File: src/core/lcgs_map.vh
`ifndef LCGS_MAP_VH
`define LCGS_MAP_VH

// register byte offsets, compared against haddr[7:0]
`define LCGS_OFS_GATE1       8'h00
`define LCGS_OFS_GATE2       8'h04
`define LCGS_OFS_GATE3       8'h08
`define LCGS_OFS_DSEL_LO     8'h0C
`define LCGS_OFS_DSEL_HI     8'h10
`define LCGS_OFS_STATUS      8'h14

// reset values
`define LCGS_RST_GATE        8'h00
`define LCGS_RST_DSEL        3'h0
`define LCGS_RST_ADDR        8'h00
`define LCGS_RST_WORD        32'h0000_0000

// data select field positions inside the two select registers
`define LCGS_DSEL_LO_FIELD   0
`define LCGS_DSEL_HI_FIELD   4
`define LCGS_DSEL_W          3

// source index offset of each data input's multiplexer window
`define LCGS_SRC_BASE_D1     4'h0
`define LCGS_SRC_BASE_D2     4'h4
`define LCGS_SRC_BASE_D3     4'h8
`define LCGS_SRC_BASE_D4     4'hC

// status register field positions
`define LCGS_STAT_DATA_LSB   0
`define LCGS_STAT_GATE_LSB   4

// gate select bit positions
`define LCGS_BIT_D4_TRUE     7
`define LCGS_BIT_D4_INV      6
`define LCGS_BIT_D3_TRUE     5
`define LCGS_BIT_D3_INV      4
`define LCGS_BIT_D2_TRUE     3
`define LCGS_BIT_D2_INV      2
`define LCGS_BIT_D1_TRUE     1
`define LCGS_BIT_D1_INV      0

// AHB-Lite encodings
`define LCGS_HTRANS_NONSEQ   2'h2
`define LCGS_HSIZE_BYTE      3'h0
`define LCGS_HSIZE_HALF      3'h1
`define LCGS_HSIZE_WORD      3'h2
`define LCGS_HRESP_OKAY      1'h0

`endif

File: src/core/lcgs_data_mux.v
`include "lcgs_map.vh"
`default_nettype none

module lcgs_data_mux #(
	parameter [3:0] BASE = 4'h0
) (
	// cell sources, already synchronised
	input  wire [15:0] src,
	// selection code from the data select register
	input  wire [2:0]  code,
	// chosen data input
	output wire        data_out
);

	wire [3:0] idx;

	// window of eight sources starting at BASE, wrapping at sixteen
	assign idx      = BASE + {1'b0, code};
	assign data_out = src[idx];

endmodule

`default_nettype wire

File: src/core/lcgs_gate.v
`include "lcgs_map.vh"
`default_nettype none

module lcgs_gate (
	// the four selected data inputs, bit 0 is data input 1
	input  wire [3:0] data_in,
	// gate input select register
	input  wire [7:0] sel,
	// gate result before any polarity stage
	output wire       gate_out
);

	wire [7:0] versions;

	assign versions[`LCGS_BIT_D4_TRUE] = data_in[3];
	assign versions[`LCGS_BIT_D4_INV]  = ~data_in[3];
	assign versions[`LCGS_BIT_D3_TRUE] = data_in[2];
	assign versions[`LCGS_BIT_D3_INV]  = ~data_in[2];
	assign versions[`LCGS_BIT_D2_TRUE] = data_in[1];
	assign versions[`LCGS_BIT_D2_INV]  = ~data_in[1];
	assign versions[`LCGS_BIT_D1_TRUE] = data_in[0];
	assign versions[`LCGS_BIT_D1_INV]  = ~data_in[0];

	// cleared bits mask their version out; an empty mask gives zero
	assign gate_out = |(versions & sel);

endmodule

`default_nettype wire

File: src/core/lcgs_top.v
`include "lcgs_map.vh"
`default_nettype none

// Summary of operation
// - gate 1: bit 7 passes data 4 true, bit 6 passes data 4 inverted
// - gate 1: bit 5 passes data 3 true, bit 4 passes data 3 inverted
// - gate 1: bit 3 passes data 2 true, bit 2 passes data 2 inverted
// - gate 1: bit 1 passes data 1 true, bit 0 passes data 1 inverted
// - a cleared select bit keeps its data version out of the gate
// - gate 2: bit 7 data 4 true, bit 6 data 4 inverted
// - gate 2: bit 5 data 3 true, bit 4 data 3 inverted
// - gate 2: bit 3 data 2 true, bit 2 data 2 inverted
// - gate 2: bit 1 data 1 true, bit 0 data 1 inverted
// - gate 3: bit 7 data 4 true, bit 6 data 4 inverted
// - gate 3: bit 5 data 3 true, bit 4 data 3 inverted
// - gate 3: bit 3 data 2 true, bit 2 data 2 inverted
// - gate 3: bit 1 data 1 true, bit 0 data 1 inverted
// - select bits are software read/write; only power-on reset touches them
// - each data input picks one of eight sources in its window by a 3-bit code
module lcgs_top (
	// clock and reset
	input  wire        hclk,
	input  wire        hresetn,
	// AHB-Lite slave port
	input  wire        hsel,
	input  wire [31:0] haddr,
	input  wire [1:0]  htrans,
	input  wire        hwrite,
	input  wire [2:0]  hsize,
	input  wire        hready,
	input  wire [31:0] hwdata,
	output reg  [31:0] hrdata,
	output wire        hreadyout,
	output wire        hresp,
	// cell source pins
	input  wire [15:0] cell_source_inputs,
	// gate results
	output wire        gate_one_out,
	output wire        gate_two_out,
	output wire        gate_three_out
);

	// source synchroniser, two stages per pin
	reg  [15:0] src_meta_q;
	reg  [15:0] src_sync_q;

	// address phase captured for the data phase
	reg         dp_valid_q;
	reg         dp_write_q;
	reg         dp_lane0_q;
	reg  [7:0]  dp_addr_q;

	// software registers
	reg  [7:0]  gate1_input_select_q;
	reg  [7:0]  gate2_input_select_q;
	reg  [7:0]  gate3_input_select_q;
	reg  [2:0]  d1_source_q;
	reg  [2:0]  d2_source_q;
	reg  [2:0]  d3_source_q;
	reg  [2:0]  sel_in_4_source_field_q;

	// address phase decode
	wire        ap_take;
	wire        ap_lane0;
	wire [7:0]  ap_addr;

	// data phase write strobes
	wire        wr_any;
	reg         wr_gate1;
	reg         wr_gate2;
	reg         wr_gate3;
	reg         wr_dsel_lo;
	reg         wr_dsel_hi;

	// datapath
	wire [3:0]  data_sel;
	wire [2:0]  gate_res;
	wire [7:0]  gate_sel [0:2];
	wire [2:0]  src_code [0:3];

	// address phase register hits
	reg         hit_gate1;
	reg         hit_gate2;
	reg         hit_gate3;
	reg         hit_dsel_lo;
	reg         hit_dsel_hi;
	reg         hit_status;

	// read path
	reg  [31:0] rd_word;
	reg  [7:0]  gate1_view;
	reg  [7:0]  gate2_view;
	reg  [7:0]  gate3_view;
	reg  [7:0]  dsel_lo_view;
	reg  [7:0]  dsel_hi_view;
	reg  [7:0]  status_view;
	wire [7:0]  wr_byte;

	// zero wait states, always OKAY
	assign hreadyout = 1'b1;
	assign hresp     = `LCGS_HRESP_OKAY;

	always @(posedge hclk or negedge hresetn) begin
		if (!hresetn) begin
			src_meta_q <= 16'h0000;
			src_sync_q <= 16'h0000;
		end else begin
			src_meta_q <= cell_source_inputs;
			src_sync_q <= src_meta_q;
		end
	end

	assign ap_take = hsel & hready & htrans[1];
	assign ap_addr = haddr[7:0];

	// registers sit in byte lane 0; a write not covering it is dropped
	assign ap_lane0 = (hsize == `LCGS_HSIZE_WORD) ||
		((hsize == `LCGS_HSIZE_HALF) && (haddr[1] == 1'b0)) ||
		((hsize == `LCGS_HSIZE_BYTE) && (haddr[1:0] == 2'h0));

	always @(posedge hclk or negedge hresetn) begin
		if (!hresetn) begin
			dp_valid_q <= 1'b0;
			dp_write_q <= 1'b0;
			dp_lane0_q <= 1'b0;
			dp_addr_q  <= `LCGS_RST_ADDR;
		end else if (hready) begin
			dp_valid_q <= ap_take;
			dp_write_q <= hwrite;
			dp_lane0_q <= ap_lane0;
			dp_addr_q  <= ap_addr;
		end
	end

	assign wr_any  = dp_valid_q & dp_write_q & dp_lane0_q;
	assign wr_byte = hwdata[7:0];

	always @* begin
		wr_gate1   = 1'b0;
		wr_gate2   = 1'b0;
		wr_gate3   = 1'b0;
		wr_dsel_lo = 1'b0;
		wr_dsel_hi = 1'b0;
		if (!wr_any) begin
			wr_gate1 = 1'b0;
		end else if (dp_addr_q == `LCGS_OFS_GATE1) begin
			wr_gate1 = 1'b1;
		end else if (dp_addr_q == `LCGS_OFS_GATE2) begin
			wr_gate2 = 1'b1;
		end else if (dp_addr_q == `LCGS_OFS_GATE3) begin
			wr_gate3 = 1'b1;
		end else if (dp_addr_q == `LCGS_OFS_DSEL_LO) begin
			wr_dsel_lo = 1'b1;
		end else if (dp_addr_q == `LCGS_OFS_DSEL_HI) begin
			wr_dsel_hi = 1'b1;
		end
	end

	// hresetn stands for power-on; the undefined value is taken as zero
	always @(posedge hclk or negedge hresetn) begin
		if (!hresetn) begin
			gate1_input_select_q <= `LCGS_RST_GATE;
			gate2_input_select_q <= `LCGS_RST_GATE;
			gate3_input_select_q <= `LCGS_RST_GATE;
		end else begin
			if (wr_gate1) begin
				gate1_input_select_q <= wr_byte;
			end
			if (wr_gate2) begin
				gate2_input_select_q <= wr_byte;
			end
			if (wr_gate3) begin
				gate3_input_select_q <= wr_byte;
			end
		end
	end

	always @(posedge hclk or negedge hresetn) begin
		if (!hresetn) begin
			d1_source_q             <= `LCGS_RST_DSEL;
			d2_source_q             <= `LCGS_RST_DSEL;
			d3_source_q             <= `LCGS_RST_DSEL;
			sel_in_4_source_field_q <= `LCGS_RST_DSEL;
		end else begin
			if (wr_dsel_lo) begin
				d1_source_q <= wr_byte[`LCGS_DSEL_LO_FIELD +: `LCGS_DSEL_W];
				d2_source_q <= wr_byte[`LCGS_DSEL_HI_FIELD +: `LCGS_DSEL_W];
			end
			if (wr_dsel_hi) begin
				d3_source_q <= wr_byte[`LCGS_DSEL_LO_FIELD +: `LCGS_DSEL_W];
				sel_in_4_source_field_q <=
					wr_byte[`LCGS_DSEL_HI_FIELD +: `LCGS_DSEL_W];
			end
		end
	end

	assign src_code[0] = d1_source_q;
	assign src_code[1] = d2_source_q;
	assign src_code[2] = d3_source_q;
	assign src_code[3] = sel_in_4_source_field_q;

	// one multiplexer per data input, each with its own source window
	genvar gi;
	generate
		for (gi = 0; gi < 4; gi = gi + 1) begin : g_dmux
			localparam [3:0] MUX_BASE = (gi == 0) ? `LCGS_SRC_BASE_D1 :
				(gi == 1) ? `LCGS_SRC_BASE_D2 :
				(gi == 2) ? `LCGS_SRC_BASE_D3 : `LCGS_SRC_BASE_D4;
			lcgs_data_mux #(
				.BASE (MUX_BASE)
			) u_mux (
				.src      (src_sync_q),
				.code     (src_code[gi]),
				.data_out (data_sel[gi])
			);
		end
	endgenerate

	assign gate_sel[0] = gate1_input_select_q;
	assign gate_sel[1] = gate2_input_select_q;
	assign gate_sel[2] = gate3_input_select_q;

	generate
		for (gi = 0; gi < 3; gi = gi + 1) begin : g_gate
			lcgs_gate u_gate (
				.data_in  (data_sel),
				.sel      (gate_sel[gi]),
				.gate_out (gate_res[gi])
			);
		end
	endgenerate

	// kept combinational so a synchronised source edge reaches the gate outputs at once
	assign gate_one_out   = gate_res[0];
	assign gate_two_out   = gate_res[1];
	assign gate_three_out = gate_res[2];

	// a read right behind a write to the same word sees the new value
	always @* begin
		gate1_view = gate1_input_select_q;
		gate2_view = gate2_input_select_q;
		gate3_view = gate3_input_select_q;
		if (wr_gate1) begin
			gate1_view = wr_byte;
		end
		if (wr_gate2) begin
			gate2_view = wr_byte;
		end
		if (wr_gate3) begin
			gate3_view = wr_byte;
		end
	end

	// data select views; bits 7 and 3 are unused and read as zero
	always @* begin
		dsel_lo_view = 8'h00;
		dsel_hi_view = 8'h00;
		if (wr_dsel_lo) begin
			dsel_lo_view[`LCGS_DSEL_LO_FIELD +: `LCGS_DSEL_W] =
				wr_byte[`LCGS_DSEL_LO_FIELD +: `LCGS_DSEL_W];
			dsel_lo_view[`LCGS_DSEL_HI_FIELD +: `LCGS_DSEL_W] =
				wr_byte[`LCGS_DSEL_HI_FIELD +: `LCGS_DSEL_W];
		end else begin
			dsel_lo_view[`LCGS_DSEL_LO_FIELD +: `LCGS_DSEL_W] =
				d1_source_q;
			dsel_lo_view[`LCGS_DSEL_HI_FIELD +: `LCGS_DSEL_W] =
				d2_source_q;
		end
		if (wr_dsel_hi) begin
			dsel_hi_view[`LCGS_DSEL_LO_FIELD +: `LCGS_DSEL_W] =
				wr_byte[`LCGS_DSEL_LO_FIELD +: `LCGS_DSEL_W];
			dsel_hi_view[`LCGS_DSEL_HI_FIELD +: `LCGS_DSEL_W] =
				wr_byte[`LCGS_DSEL_HI_FIELD +: `LCGS_DSEL_W];
		end else begin
			dsel_hi_view[`LCGS_DSEL_LO_FIELD +: `LCGS_DSEL_W] =
				d3_source_q;
			dsel_hi_view[`LCGS_DSEL_HI_FIELD +: `LCGS_DSEL_W] =
				sel_in_4_source_field_q;
		end
	end

	// status is sampled at the address phase, one cycle old at most
	always @* begin
		status_view = 8'h00;
		status_view[`LCGS_STAT_DATA_LSB +: 4] = data_sel;
		status_view[`LCGS_STAT_GATE_LSB +: 3] = gate_res;
	end

	// decode the address phase once; unmapped offsets hit nothing
	always @* begin
		hit_gate1   = 1'b0;
		hit_gate2   = 1'b0;
		hit_gate3   = 1'b0;
		hit_dsel_lo = 1'b0;
		hit_dsel_hi = 1'b0;
		hit_status  = 1'b0;
		if (ap_addr == `LCGS_OFS_GATE1) begin
			hit_gate1 = 1'b1;
		end else if (ap_addr == `LCGS_OFS_GATE2) begin
			hit_gate2 = 1'b1;
		end else if (ap_addr == `LCGS_OFS_GATE3) begin
			hit_gate3 = 1'b1;
		end else if (ap_addr == `LCGS_OFS_DSEL_LO) begin
			hit_dsel_lo = 1'b1;
		end else if (ap_addr == `LCGS_OFS_DSEL_HI) begin
			hit_dsel_hi = 1'b1;
		end else if (ap_addr == `LCGS_OFS_STATUS) begin
			hit_status = 1'b1;
		end
	end

	// unmapped offsets and the unused upper lanes read as zero
	always @* begin
		rd_word = `LCGS_RST_WORD;
		if (hit_gate1) begin
			rd_word[7:0] = gate1_view;
		end else if (hit_gate2) begin
			rd_word[7:0] = gate2_view;
		end else if (hit_gate3) begin
			rd_word[7:0] = gate3_view;
		end else if (hit_dsel_lo) begin
			rd_word[7:0] = dsel_lo_view;
		end else if (hit_dsel_hi) begin
			rd_word[7:0] = dsel_hi_view;
		end else if (hit_status) begin
			rd_word[7:0] = status_view;
		end
	end

	// launched at the address phase edge, so it stands all data phase
	always @(posedge hclk or negedge hresetn) begin
		if (!hresetn) begin
			hrdata <= `LCGS_RST_WORD;
		end else if (ap_take && !hwrite) begin
			hrdata <= rd_word;
		end
	end

endmodule

`default_nettype wire

File: config.mk
export PLATFORM = sky130hd
export DESIGN_NAME = lcgs_top
export DESIGN_NICKNAME = d
export VERILOG_FILES = /design/src/core/lcgs_data_mux.v /design/src/core/lcgs_gate.v /design/src/core/lcgs_top.v
export VERILOG_INCLUDE_DIRS = /design/src /design/src/core
export SDC_FILE = /design/constraint.sdc
export NUM_CORES = 1
export LEC_CHECK = 0
export ABC_CLOCK_PERIOD_IN_PS = 2900
export BUFFER_PORTS_ARGS = -buffer_cell sky130_fd_sc_hd__buf_2
export CAP_MARGIN = 20
export CORE_MARGIN = 3
export CORE_UTILIZATION = 51
export DETAILED_ROUTE_END_ITERATION = 6
export GPL_TIMING_DRIVEN = 0
export HOLD_SLACK_MARGIN = 0.15
export PLACE_DENSITY = 0.9
export SLEW_MARGIN = 30
export SYNTH_ARGS = -nofsm -noshare
export SYNTH_HDL_FRONTEND = slang
export SYNTH_SLANG_ARGS = --single-unit
File: constraint.sdc
create_clock -name hclk -period 2.9 [get_ports hclk]
set_clock_uncertainty 0.1 [all_clocks]
set_input_delay 0 -clock hclk [delete_from_list [all_inputs] [get_ports hclk]]
set_output_delay 0 -clock hclk [all_outputs]
set_load 0.02 [all_outputs]
* Yosys cells after proc, flatten, opt, wreduce, memory -nomap -nowiden
Index checks and enable logic that the tools add are counted.
** Operators by class
- Equal/unequal tests :: 11
- Shift-type cells :: 0
- Add/subtract/negate cells :: 3
- Reduce and logical (&&, ||, !) cells :: 13
- Muxes and demuxes :: 62
- Magnitude comparators :: 4
- Bitwise operators :: 12
- $mul :: 0
- Divide/modulo/power cells :: 0
** Operators by type and width (count)
- $mux 8 :: 6
- $mux 1 :: 45
- $eq 8x4->1 const B :: 4
- $and 8x8->8 :: 3
- $eq 8x5->1 const B :: 3
- $reduce_or 8->1 :: 3
- $mux 7 :: 3
- $eq 8x3->1 const B :: 2
- $logic_not 8->1 :: 2
- $lt 4x5->1 const B :: 3
- $bmux 1 s4 :: 3
- $mux 3 :: 4
- $add 4x3->4 const A :: 2
- $lt 3x5->1 const B :: 1
- $not 1->1 :: 5
- $add 3x3->4 const A :: 1
- $and 1x1->1 :: 4
- $bmux 1 s3 :: 1
- $eq 3x1->1 const B :: 1
- $eq 3x2->1 const B :: 1
- $logic_and 1x1->1 :: 3
- $logic_not 3->1 :: 1
- $logic_not 2->1 :: 1
- $logic_or 1x1->1 :: 2
- $logic_not 1->1 :: 1
** Storage, ports and cells
- Bits in latches :: 0
- Flip-flop bits (word level) :: 87
- Memories :: 0
- RAM bits :: 0
- Memory bits (read-only) :: 0
- Output and inout port bits :: 37

* Logic depth before layout (Yosys ltp)
- Depth after elaboration :: 13
- Depth in mapped cells :: 7
- Mapped depth without buffers :: 6

* Hierarchy
A second synthesis with hierarchy kept.
** Second synthesis, totals
- Cells, all modules :: 336
- Area total of the unflattened synthesis :: 4108.9 sq um
** By module, submodules not included
- lcgs_top :: sequential area each 2177.1 sq um, area an instance 3714.8 sq um, cells an instance 309, times used 1
- lcgs_data_mux :: sequential area each 0.0 sq um, area an instance 63.8 sq um, cells an instance 3, times used 4
- lcgs_gate :: sequential area each 0.0 sq um, area an instance 46.3 sq um, cells an instance 5, times used 3

* Worst setup path after synthesis
OpenSTA, ideal clock, no wires.
- Kind :: reg-to-reg
- Start :: register dp_addr_q[2]
- End :: register hrdata[3]
- Setup slack :: 0.526 ns
- Data arrival time :: 2.148 ns
- Setup time :: 0.126 ns
- Cell stages (with the launch flop) :: 7
- Data required time :: 2.674 ns
- Cell sequence :: dfrtp_1 or4_4 nor4_4 mux2_2 a32o_1 o21ai_0 nand3_1
** Between the ends
- Longest elaborated chain between the ends :: 9
- Elaborated cells between the ends (all ways) :: 18
- Those cells by class :: eq/ne: 2; mux: 15; reduce/logical: 1
** RTL lines
- start, declared :: RTL line lcgs_top.v:51 : reg [7:0] dp_addr_q;
- start signal, assigned :: RTL line lcgs_top.v:126 : dp_addr_q <= `LCGS_RST_ADDR;
- start signal, assigned :: RTL line lcgs_top.v:131 : dp_addr_q <= ap_addr;
- $eq 8x4->1 (no line)
- $mux 1 :: RTL line lcgs_top.v:150 : end else if (dp_addr_q == `LCGS_OFS_GATE3) begin
- $mux 1 :: RTL line lcgs_top.v:148 : end else if (dp_addr_q == `LCGS_OFS_GATE2) begin
- $mux 1 * :: RTL line lcgs_top.v:146 : end else if (dp_addr_q == `LCGS_OFS_GATE1) begin
- $mux 1 * :: RTL line lcgs_top.v:144 : if (!wr_any) begin
- $mux 8 *
- via gate3_view[3] :: RTL line lcgs_top.v:93 : reg [7:0] gate3_view;
- $mux 8 * :: RTL line lcgs_top.v:319 : end else if (hit_gate3) begin
- $mux 8 * :: RTL line lcgs_top.v:317 : end else if (hit_gate2) begin
- $mux 8 * :: RTL line lcgs_top.v:315 : if (hit_gate1) begin
- end signal, assigned :: RTL line lcgs_top.v:333 : hrdata <= `LCGS_RST_WORD;
- end signal, assigned :: RTL line lcgs_top.v:335 : hrdata <= rd_word;
- end, declared :: RTL line lcgs_top.v:32 : output reg [31:0] hrdata,
Mark *: on every way through the listed nets, which the timed path passes. The rest lies on a longest branch.
A chain may end at the register's enable or synchronous reset.

* Final worst setup path
- Start :: register d3_source_q[0]
- End :: output port gate_two_out
** Between the ends
- Longest elaborated chain between the ends :: 6
** RTL lines
- start, declared :: RTL line lcgs_top.v:59 : reg [2:0] d3_source_q;
- start signal, assigned :: RTL line lcgs_top.v:182 : d3_source_q <= `LCGS_RST_DSEL;
- start signal, assigned :: RTL line lcgs_top.v:190 : d3_source_q <= wr_byte[`LCGS_DSEL_LO_FIELD +: `LCGS_DSEL_W];
- $add 4x3->4 * :: RTL line lcgs_data_mux.v:18 : assign idx = BASE + {1'b0, code};
- $bmux 1 s4 * :: RTL line lcgs_data_mux.v:19 : assign data_out = src[idx];
- $mux 1 (implied by the code) * :: RTL line lcgs_data_mux.v:19
- $not 1->1 :: RTL line lcgs_gate.v:18 : assign versions[`LCGS_BIT_D3_INV] = ~data_in[2];
- $and 8x8->8 * :: RTL line lcgs_gate.v:25 : assign gate_out = |(versions & sel);
- $reduce_or 8->1 * :: RTL line lcgs_gate.v:25
- end, declared :: RTL line lcgs_top.v:39 : output wire gate_two_out,
Every way passes the cells marked *; elsewhere a longest branch is shown, timed or not. The select of a mux whose other input is x is not followed.

==> flow_summary.ini <==
[outcome]
status = finished clean

[power_and_ir_drop]
peakVddDrop_v = 0.000323
p_sw_mw = 0.724
p_leak_nw = 2.41
p_per_area_nw_per_um2 = 493
switching_share = 0.287
power_frac_seq = 0.529
p_int_mw = 1.80
power_frac_clock = 0.311
p_comb_frac = 0.160

[floorplan]
die-area_um2 = 8920
die_width_um = 94.5
die_h_um = 94.5
core.rowCount = 31
core_um2 = 7410
ios = 127
initial_utilization = 0.539

[cells_and_area]
diodes = 0
drive_gt1_frac = 0.333
syn_to_final_growth_pct = 28.3
final_nets = 533
final_core_util = 0.691
design_area_um2 = 5120

[routing]
route.vias.total = 3088
drt_iter0_drc = 301
drt-total-wl_mm = 10.3
ant_nets = 0
firstDrtPassIters = 5
vias_per_cell = 5.65
avgRoutedWirePerCell_um = 18.8
route.detailed.drc = 0

[run]
maxCapViolCount = 0

[logic_synthesis]
synth_top_area_frac = 0.546
ys_seq_area_frac = 0.546
synth_area_per_cell_um2 = 12.7
synth_edf_count = 0
synthArstFlopShare = 1.00
synthTopCellsByArea = dfrtp_1, mux2_2, mux2i_1
ys_warn_count = 0
synth.cell_area_um2 = 3990
synth_commonest_cells = dfrtp_1, mux2_2, buf_4, mux2i_1
synth.most_common_cell = dfrtp_1
syn-instance-count = 314
ys_ff_latch = 87
synth_top_area_cell = dfrtp_1
synthFlopType = dfrtp_1
ys_types = 41

[placement]
placed_area_um2 = 4490
pre_cts_slack_ns = 0.278
io_buffers = 51
dp_hpwl_mm = 6.83
gp_congestion = 0.940

[sta]
setup_tns_ns = 0
slew_violations = 0
rsz0062_at_grt = false
max_freq_ghz = 0.361
setup_viol = 0
min_period_ns = 2.77
setup_ws_ns = 0.131
slew_headroom = 0.394
period_share = 0.955
hold_viol = 0
tightest_slew_ns = 0.907
fin_hold_ws_ns = 0.180

[clocking]
post-cts-setup-buffer-count = 0
cts_buffers = 9
clk_pin_slew_ns = 0.10
clk_path_buf_depth = 2
htree_levels = 3
cts_sinks = 87
cts_root_buf = clkbuf_8
cts_tree = done
insertion_delay_ns = 0.36

[worst_setup_path]
timing.rr.start = dp_addr_q[2]$_DFFE_PN0P_
worstSetupPathType = reg -> out
reg2reg_depth = 6
cp.arrival_ns = 2.67
crit_path_start_kind = flop
path_max_fanout = 4
r2r_end = hrdata[3]$_DFFE_PN0P_
cp-end-kind = output pin
ff2ff_setup_slack_ns = 0.24
required_ns = 2.80

[grt]
grt_max_degree = 58
overflow = 0
track_usage = 0.239
grt_pass1_wl_mm = 16.1
grt_pass1_vias = 3243
antenna_found_initial = 0

[min_path]
hold_path_end = src_meta_q[13]$_DFF_PN0_
whs_path_depth = 2
min-delay-start = cell_source_inputs[13]
min_path_type = in -> reg
-- flip-flops by register name, summed over array words and instances, names as in the netlist --
name / cells
sel_in_4_source_field_q: 3
gate2_input_select_q: 8
dp_valid_q: 1
gate3_input_select_q: 8
d1_source_q: 3
dp_addr_q: 8
gate1_input_select_q: 8
d3_source_q: 3
dp_write_q: 1
dp_lane0_q: 1
hrdata: 8
d2_source_q: 3
src_meta_q: 16
src_sync_q: 16
-- critical path: stages, from the launching register on --
cell	delay [ns]
dfrtp_1	0.46
mux4_2	0.56
mux2i_4	0.27
mux2i_1	0.36
nand3b_1	0.16
or2_2	0.31
buf_2	0.17
-- stage by stage --
step	power, mW	cells
after floorplan	1.56	338
after global placement	1.68	488
after detailed placement	1.70	489
after CTS	2.52	547
after global routing	2.64	547
final	2.52	547
-- worst max path at each step --
| stage | start | slack [ns] | to | cells after the start |
|---|---|---|---|---|
| 3_5_place_dp | dp_addr_q[2]$_DFFE_PN0P_ | 0.28 | hrdata[3]$_DFFE_PN0P_ | 6 |
| 5_1_grt | d3_source_q[0]$_DFF_PN0_ | 0.04 | gate_two_out | 6 |
| 3_3_place_gp | dp_addr_q[2]$_DFFE_PN0P_ | 0.28 | hrdata[5]$_DFFE_PN0P_ | 6 |
| 2_1_floorplan | dp_addr_q[2]$_DFFE_PN0P_ | 0.53 | hrdata[3]$_DFFE_PN0P_ | 6 |
| 4_1_cts | d3_source_q[0]$_DFF_PN0_ | 0.08 | gate_three_out | 6 |
| 6_report | d3_source_q[0]$_DFF_PN0_ | 0.13 | gate_two_out | 6 |
-- repair_timing --
item | in CTS | in global routing
endpoints found under the setup margin | 0 | 3
gates resized for setup | 0 | 3
endpoints found under the hold margin | 155 | 0
hold buffers | 42 | 0
-- area by class of cell --
cell class | count | area, um^2
Multi-Input combinational cell | 207 | 1660
Clock buffer | 10 | 128
Clock inverter | 6 | 51.3
Fill cell | 505 | 2290
Sequential cell | 87 | 2180
Timing Repair Buffer | 94 | 719
Buffer | 35 | 230
Inverter | 9 | 33.8
Tap cell | 99 | 124
-- layout by cell type, fill, tap and decap left out, drive strengths merged, types with 2 or more instances in the layout --
| cell | instances |
|---|---|
| nand4 | 5 |
| a21o | 2 |
| a32o | 4 |
| nand3b | 4 |
| nand2 | 9 |
| buf | 81 |
| mux4 | 4 |
| conb | 26 |
| nand2b | 5 |
| or4 | 2 |
| a21oi | 5 |
| o22ai | 9 |
| o2111ai | 2 |
| dlygate4sd3 | 41 |
| nand3 | 6 |
| and2 | 4 |
| clkinvlp | 3 |
| o21ai | 7 |
| mux2 | 41 |
| mux2i | 26 |
| clkbuf | 17 |
| and3 | 2 |
| nor2b | 3 |
| or2 | 3 |
| inv | 12 |
| nor2 | 8 |
| and4b | 3 |
| dfrtp | 87 |
| a31oi | 3 |
| nor4 | 5 |
| nor3 | 3 |
| a211oi | 9 |
-- logic make-up after synthesis --
logic type	share of synthesized area
simple gates	0.106
buf+inv	0.0662
other cells	0.00188
compound gates	0.0771
mux	0.204
flops	0.546
-- per-layer routing --
metal	global-route usage	part of all wire
met3	0.0566	0.076
met1	0.296	0.38
met4	0.114	0.031
met2	0.398	0.51
met5	0	0
-- power by group through the flow --
stage                     logic, mW  clock network [mW]  registers (mW)
after floorplan               0.194                   0            1.37
after global placement        0.327                   0            1.35
after detailed placement      0.344                   0            1.35
after CTS                     0.393               0.795            1.33
after global routing          0.439               0.857            1.34
final                         0.404               0.785            1.34
(Power assumes the default switching activity.)
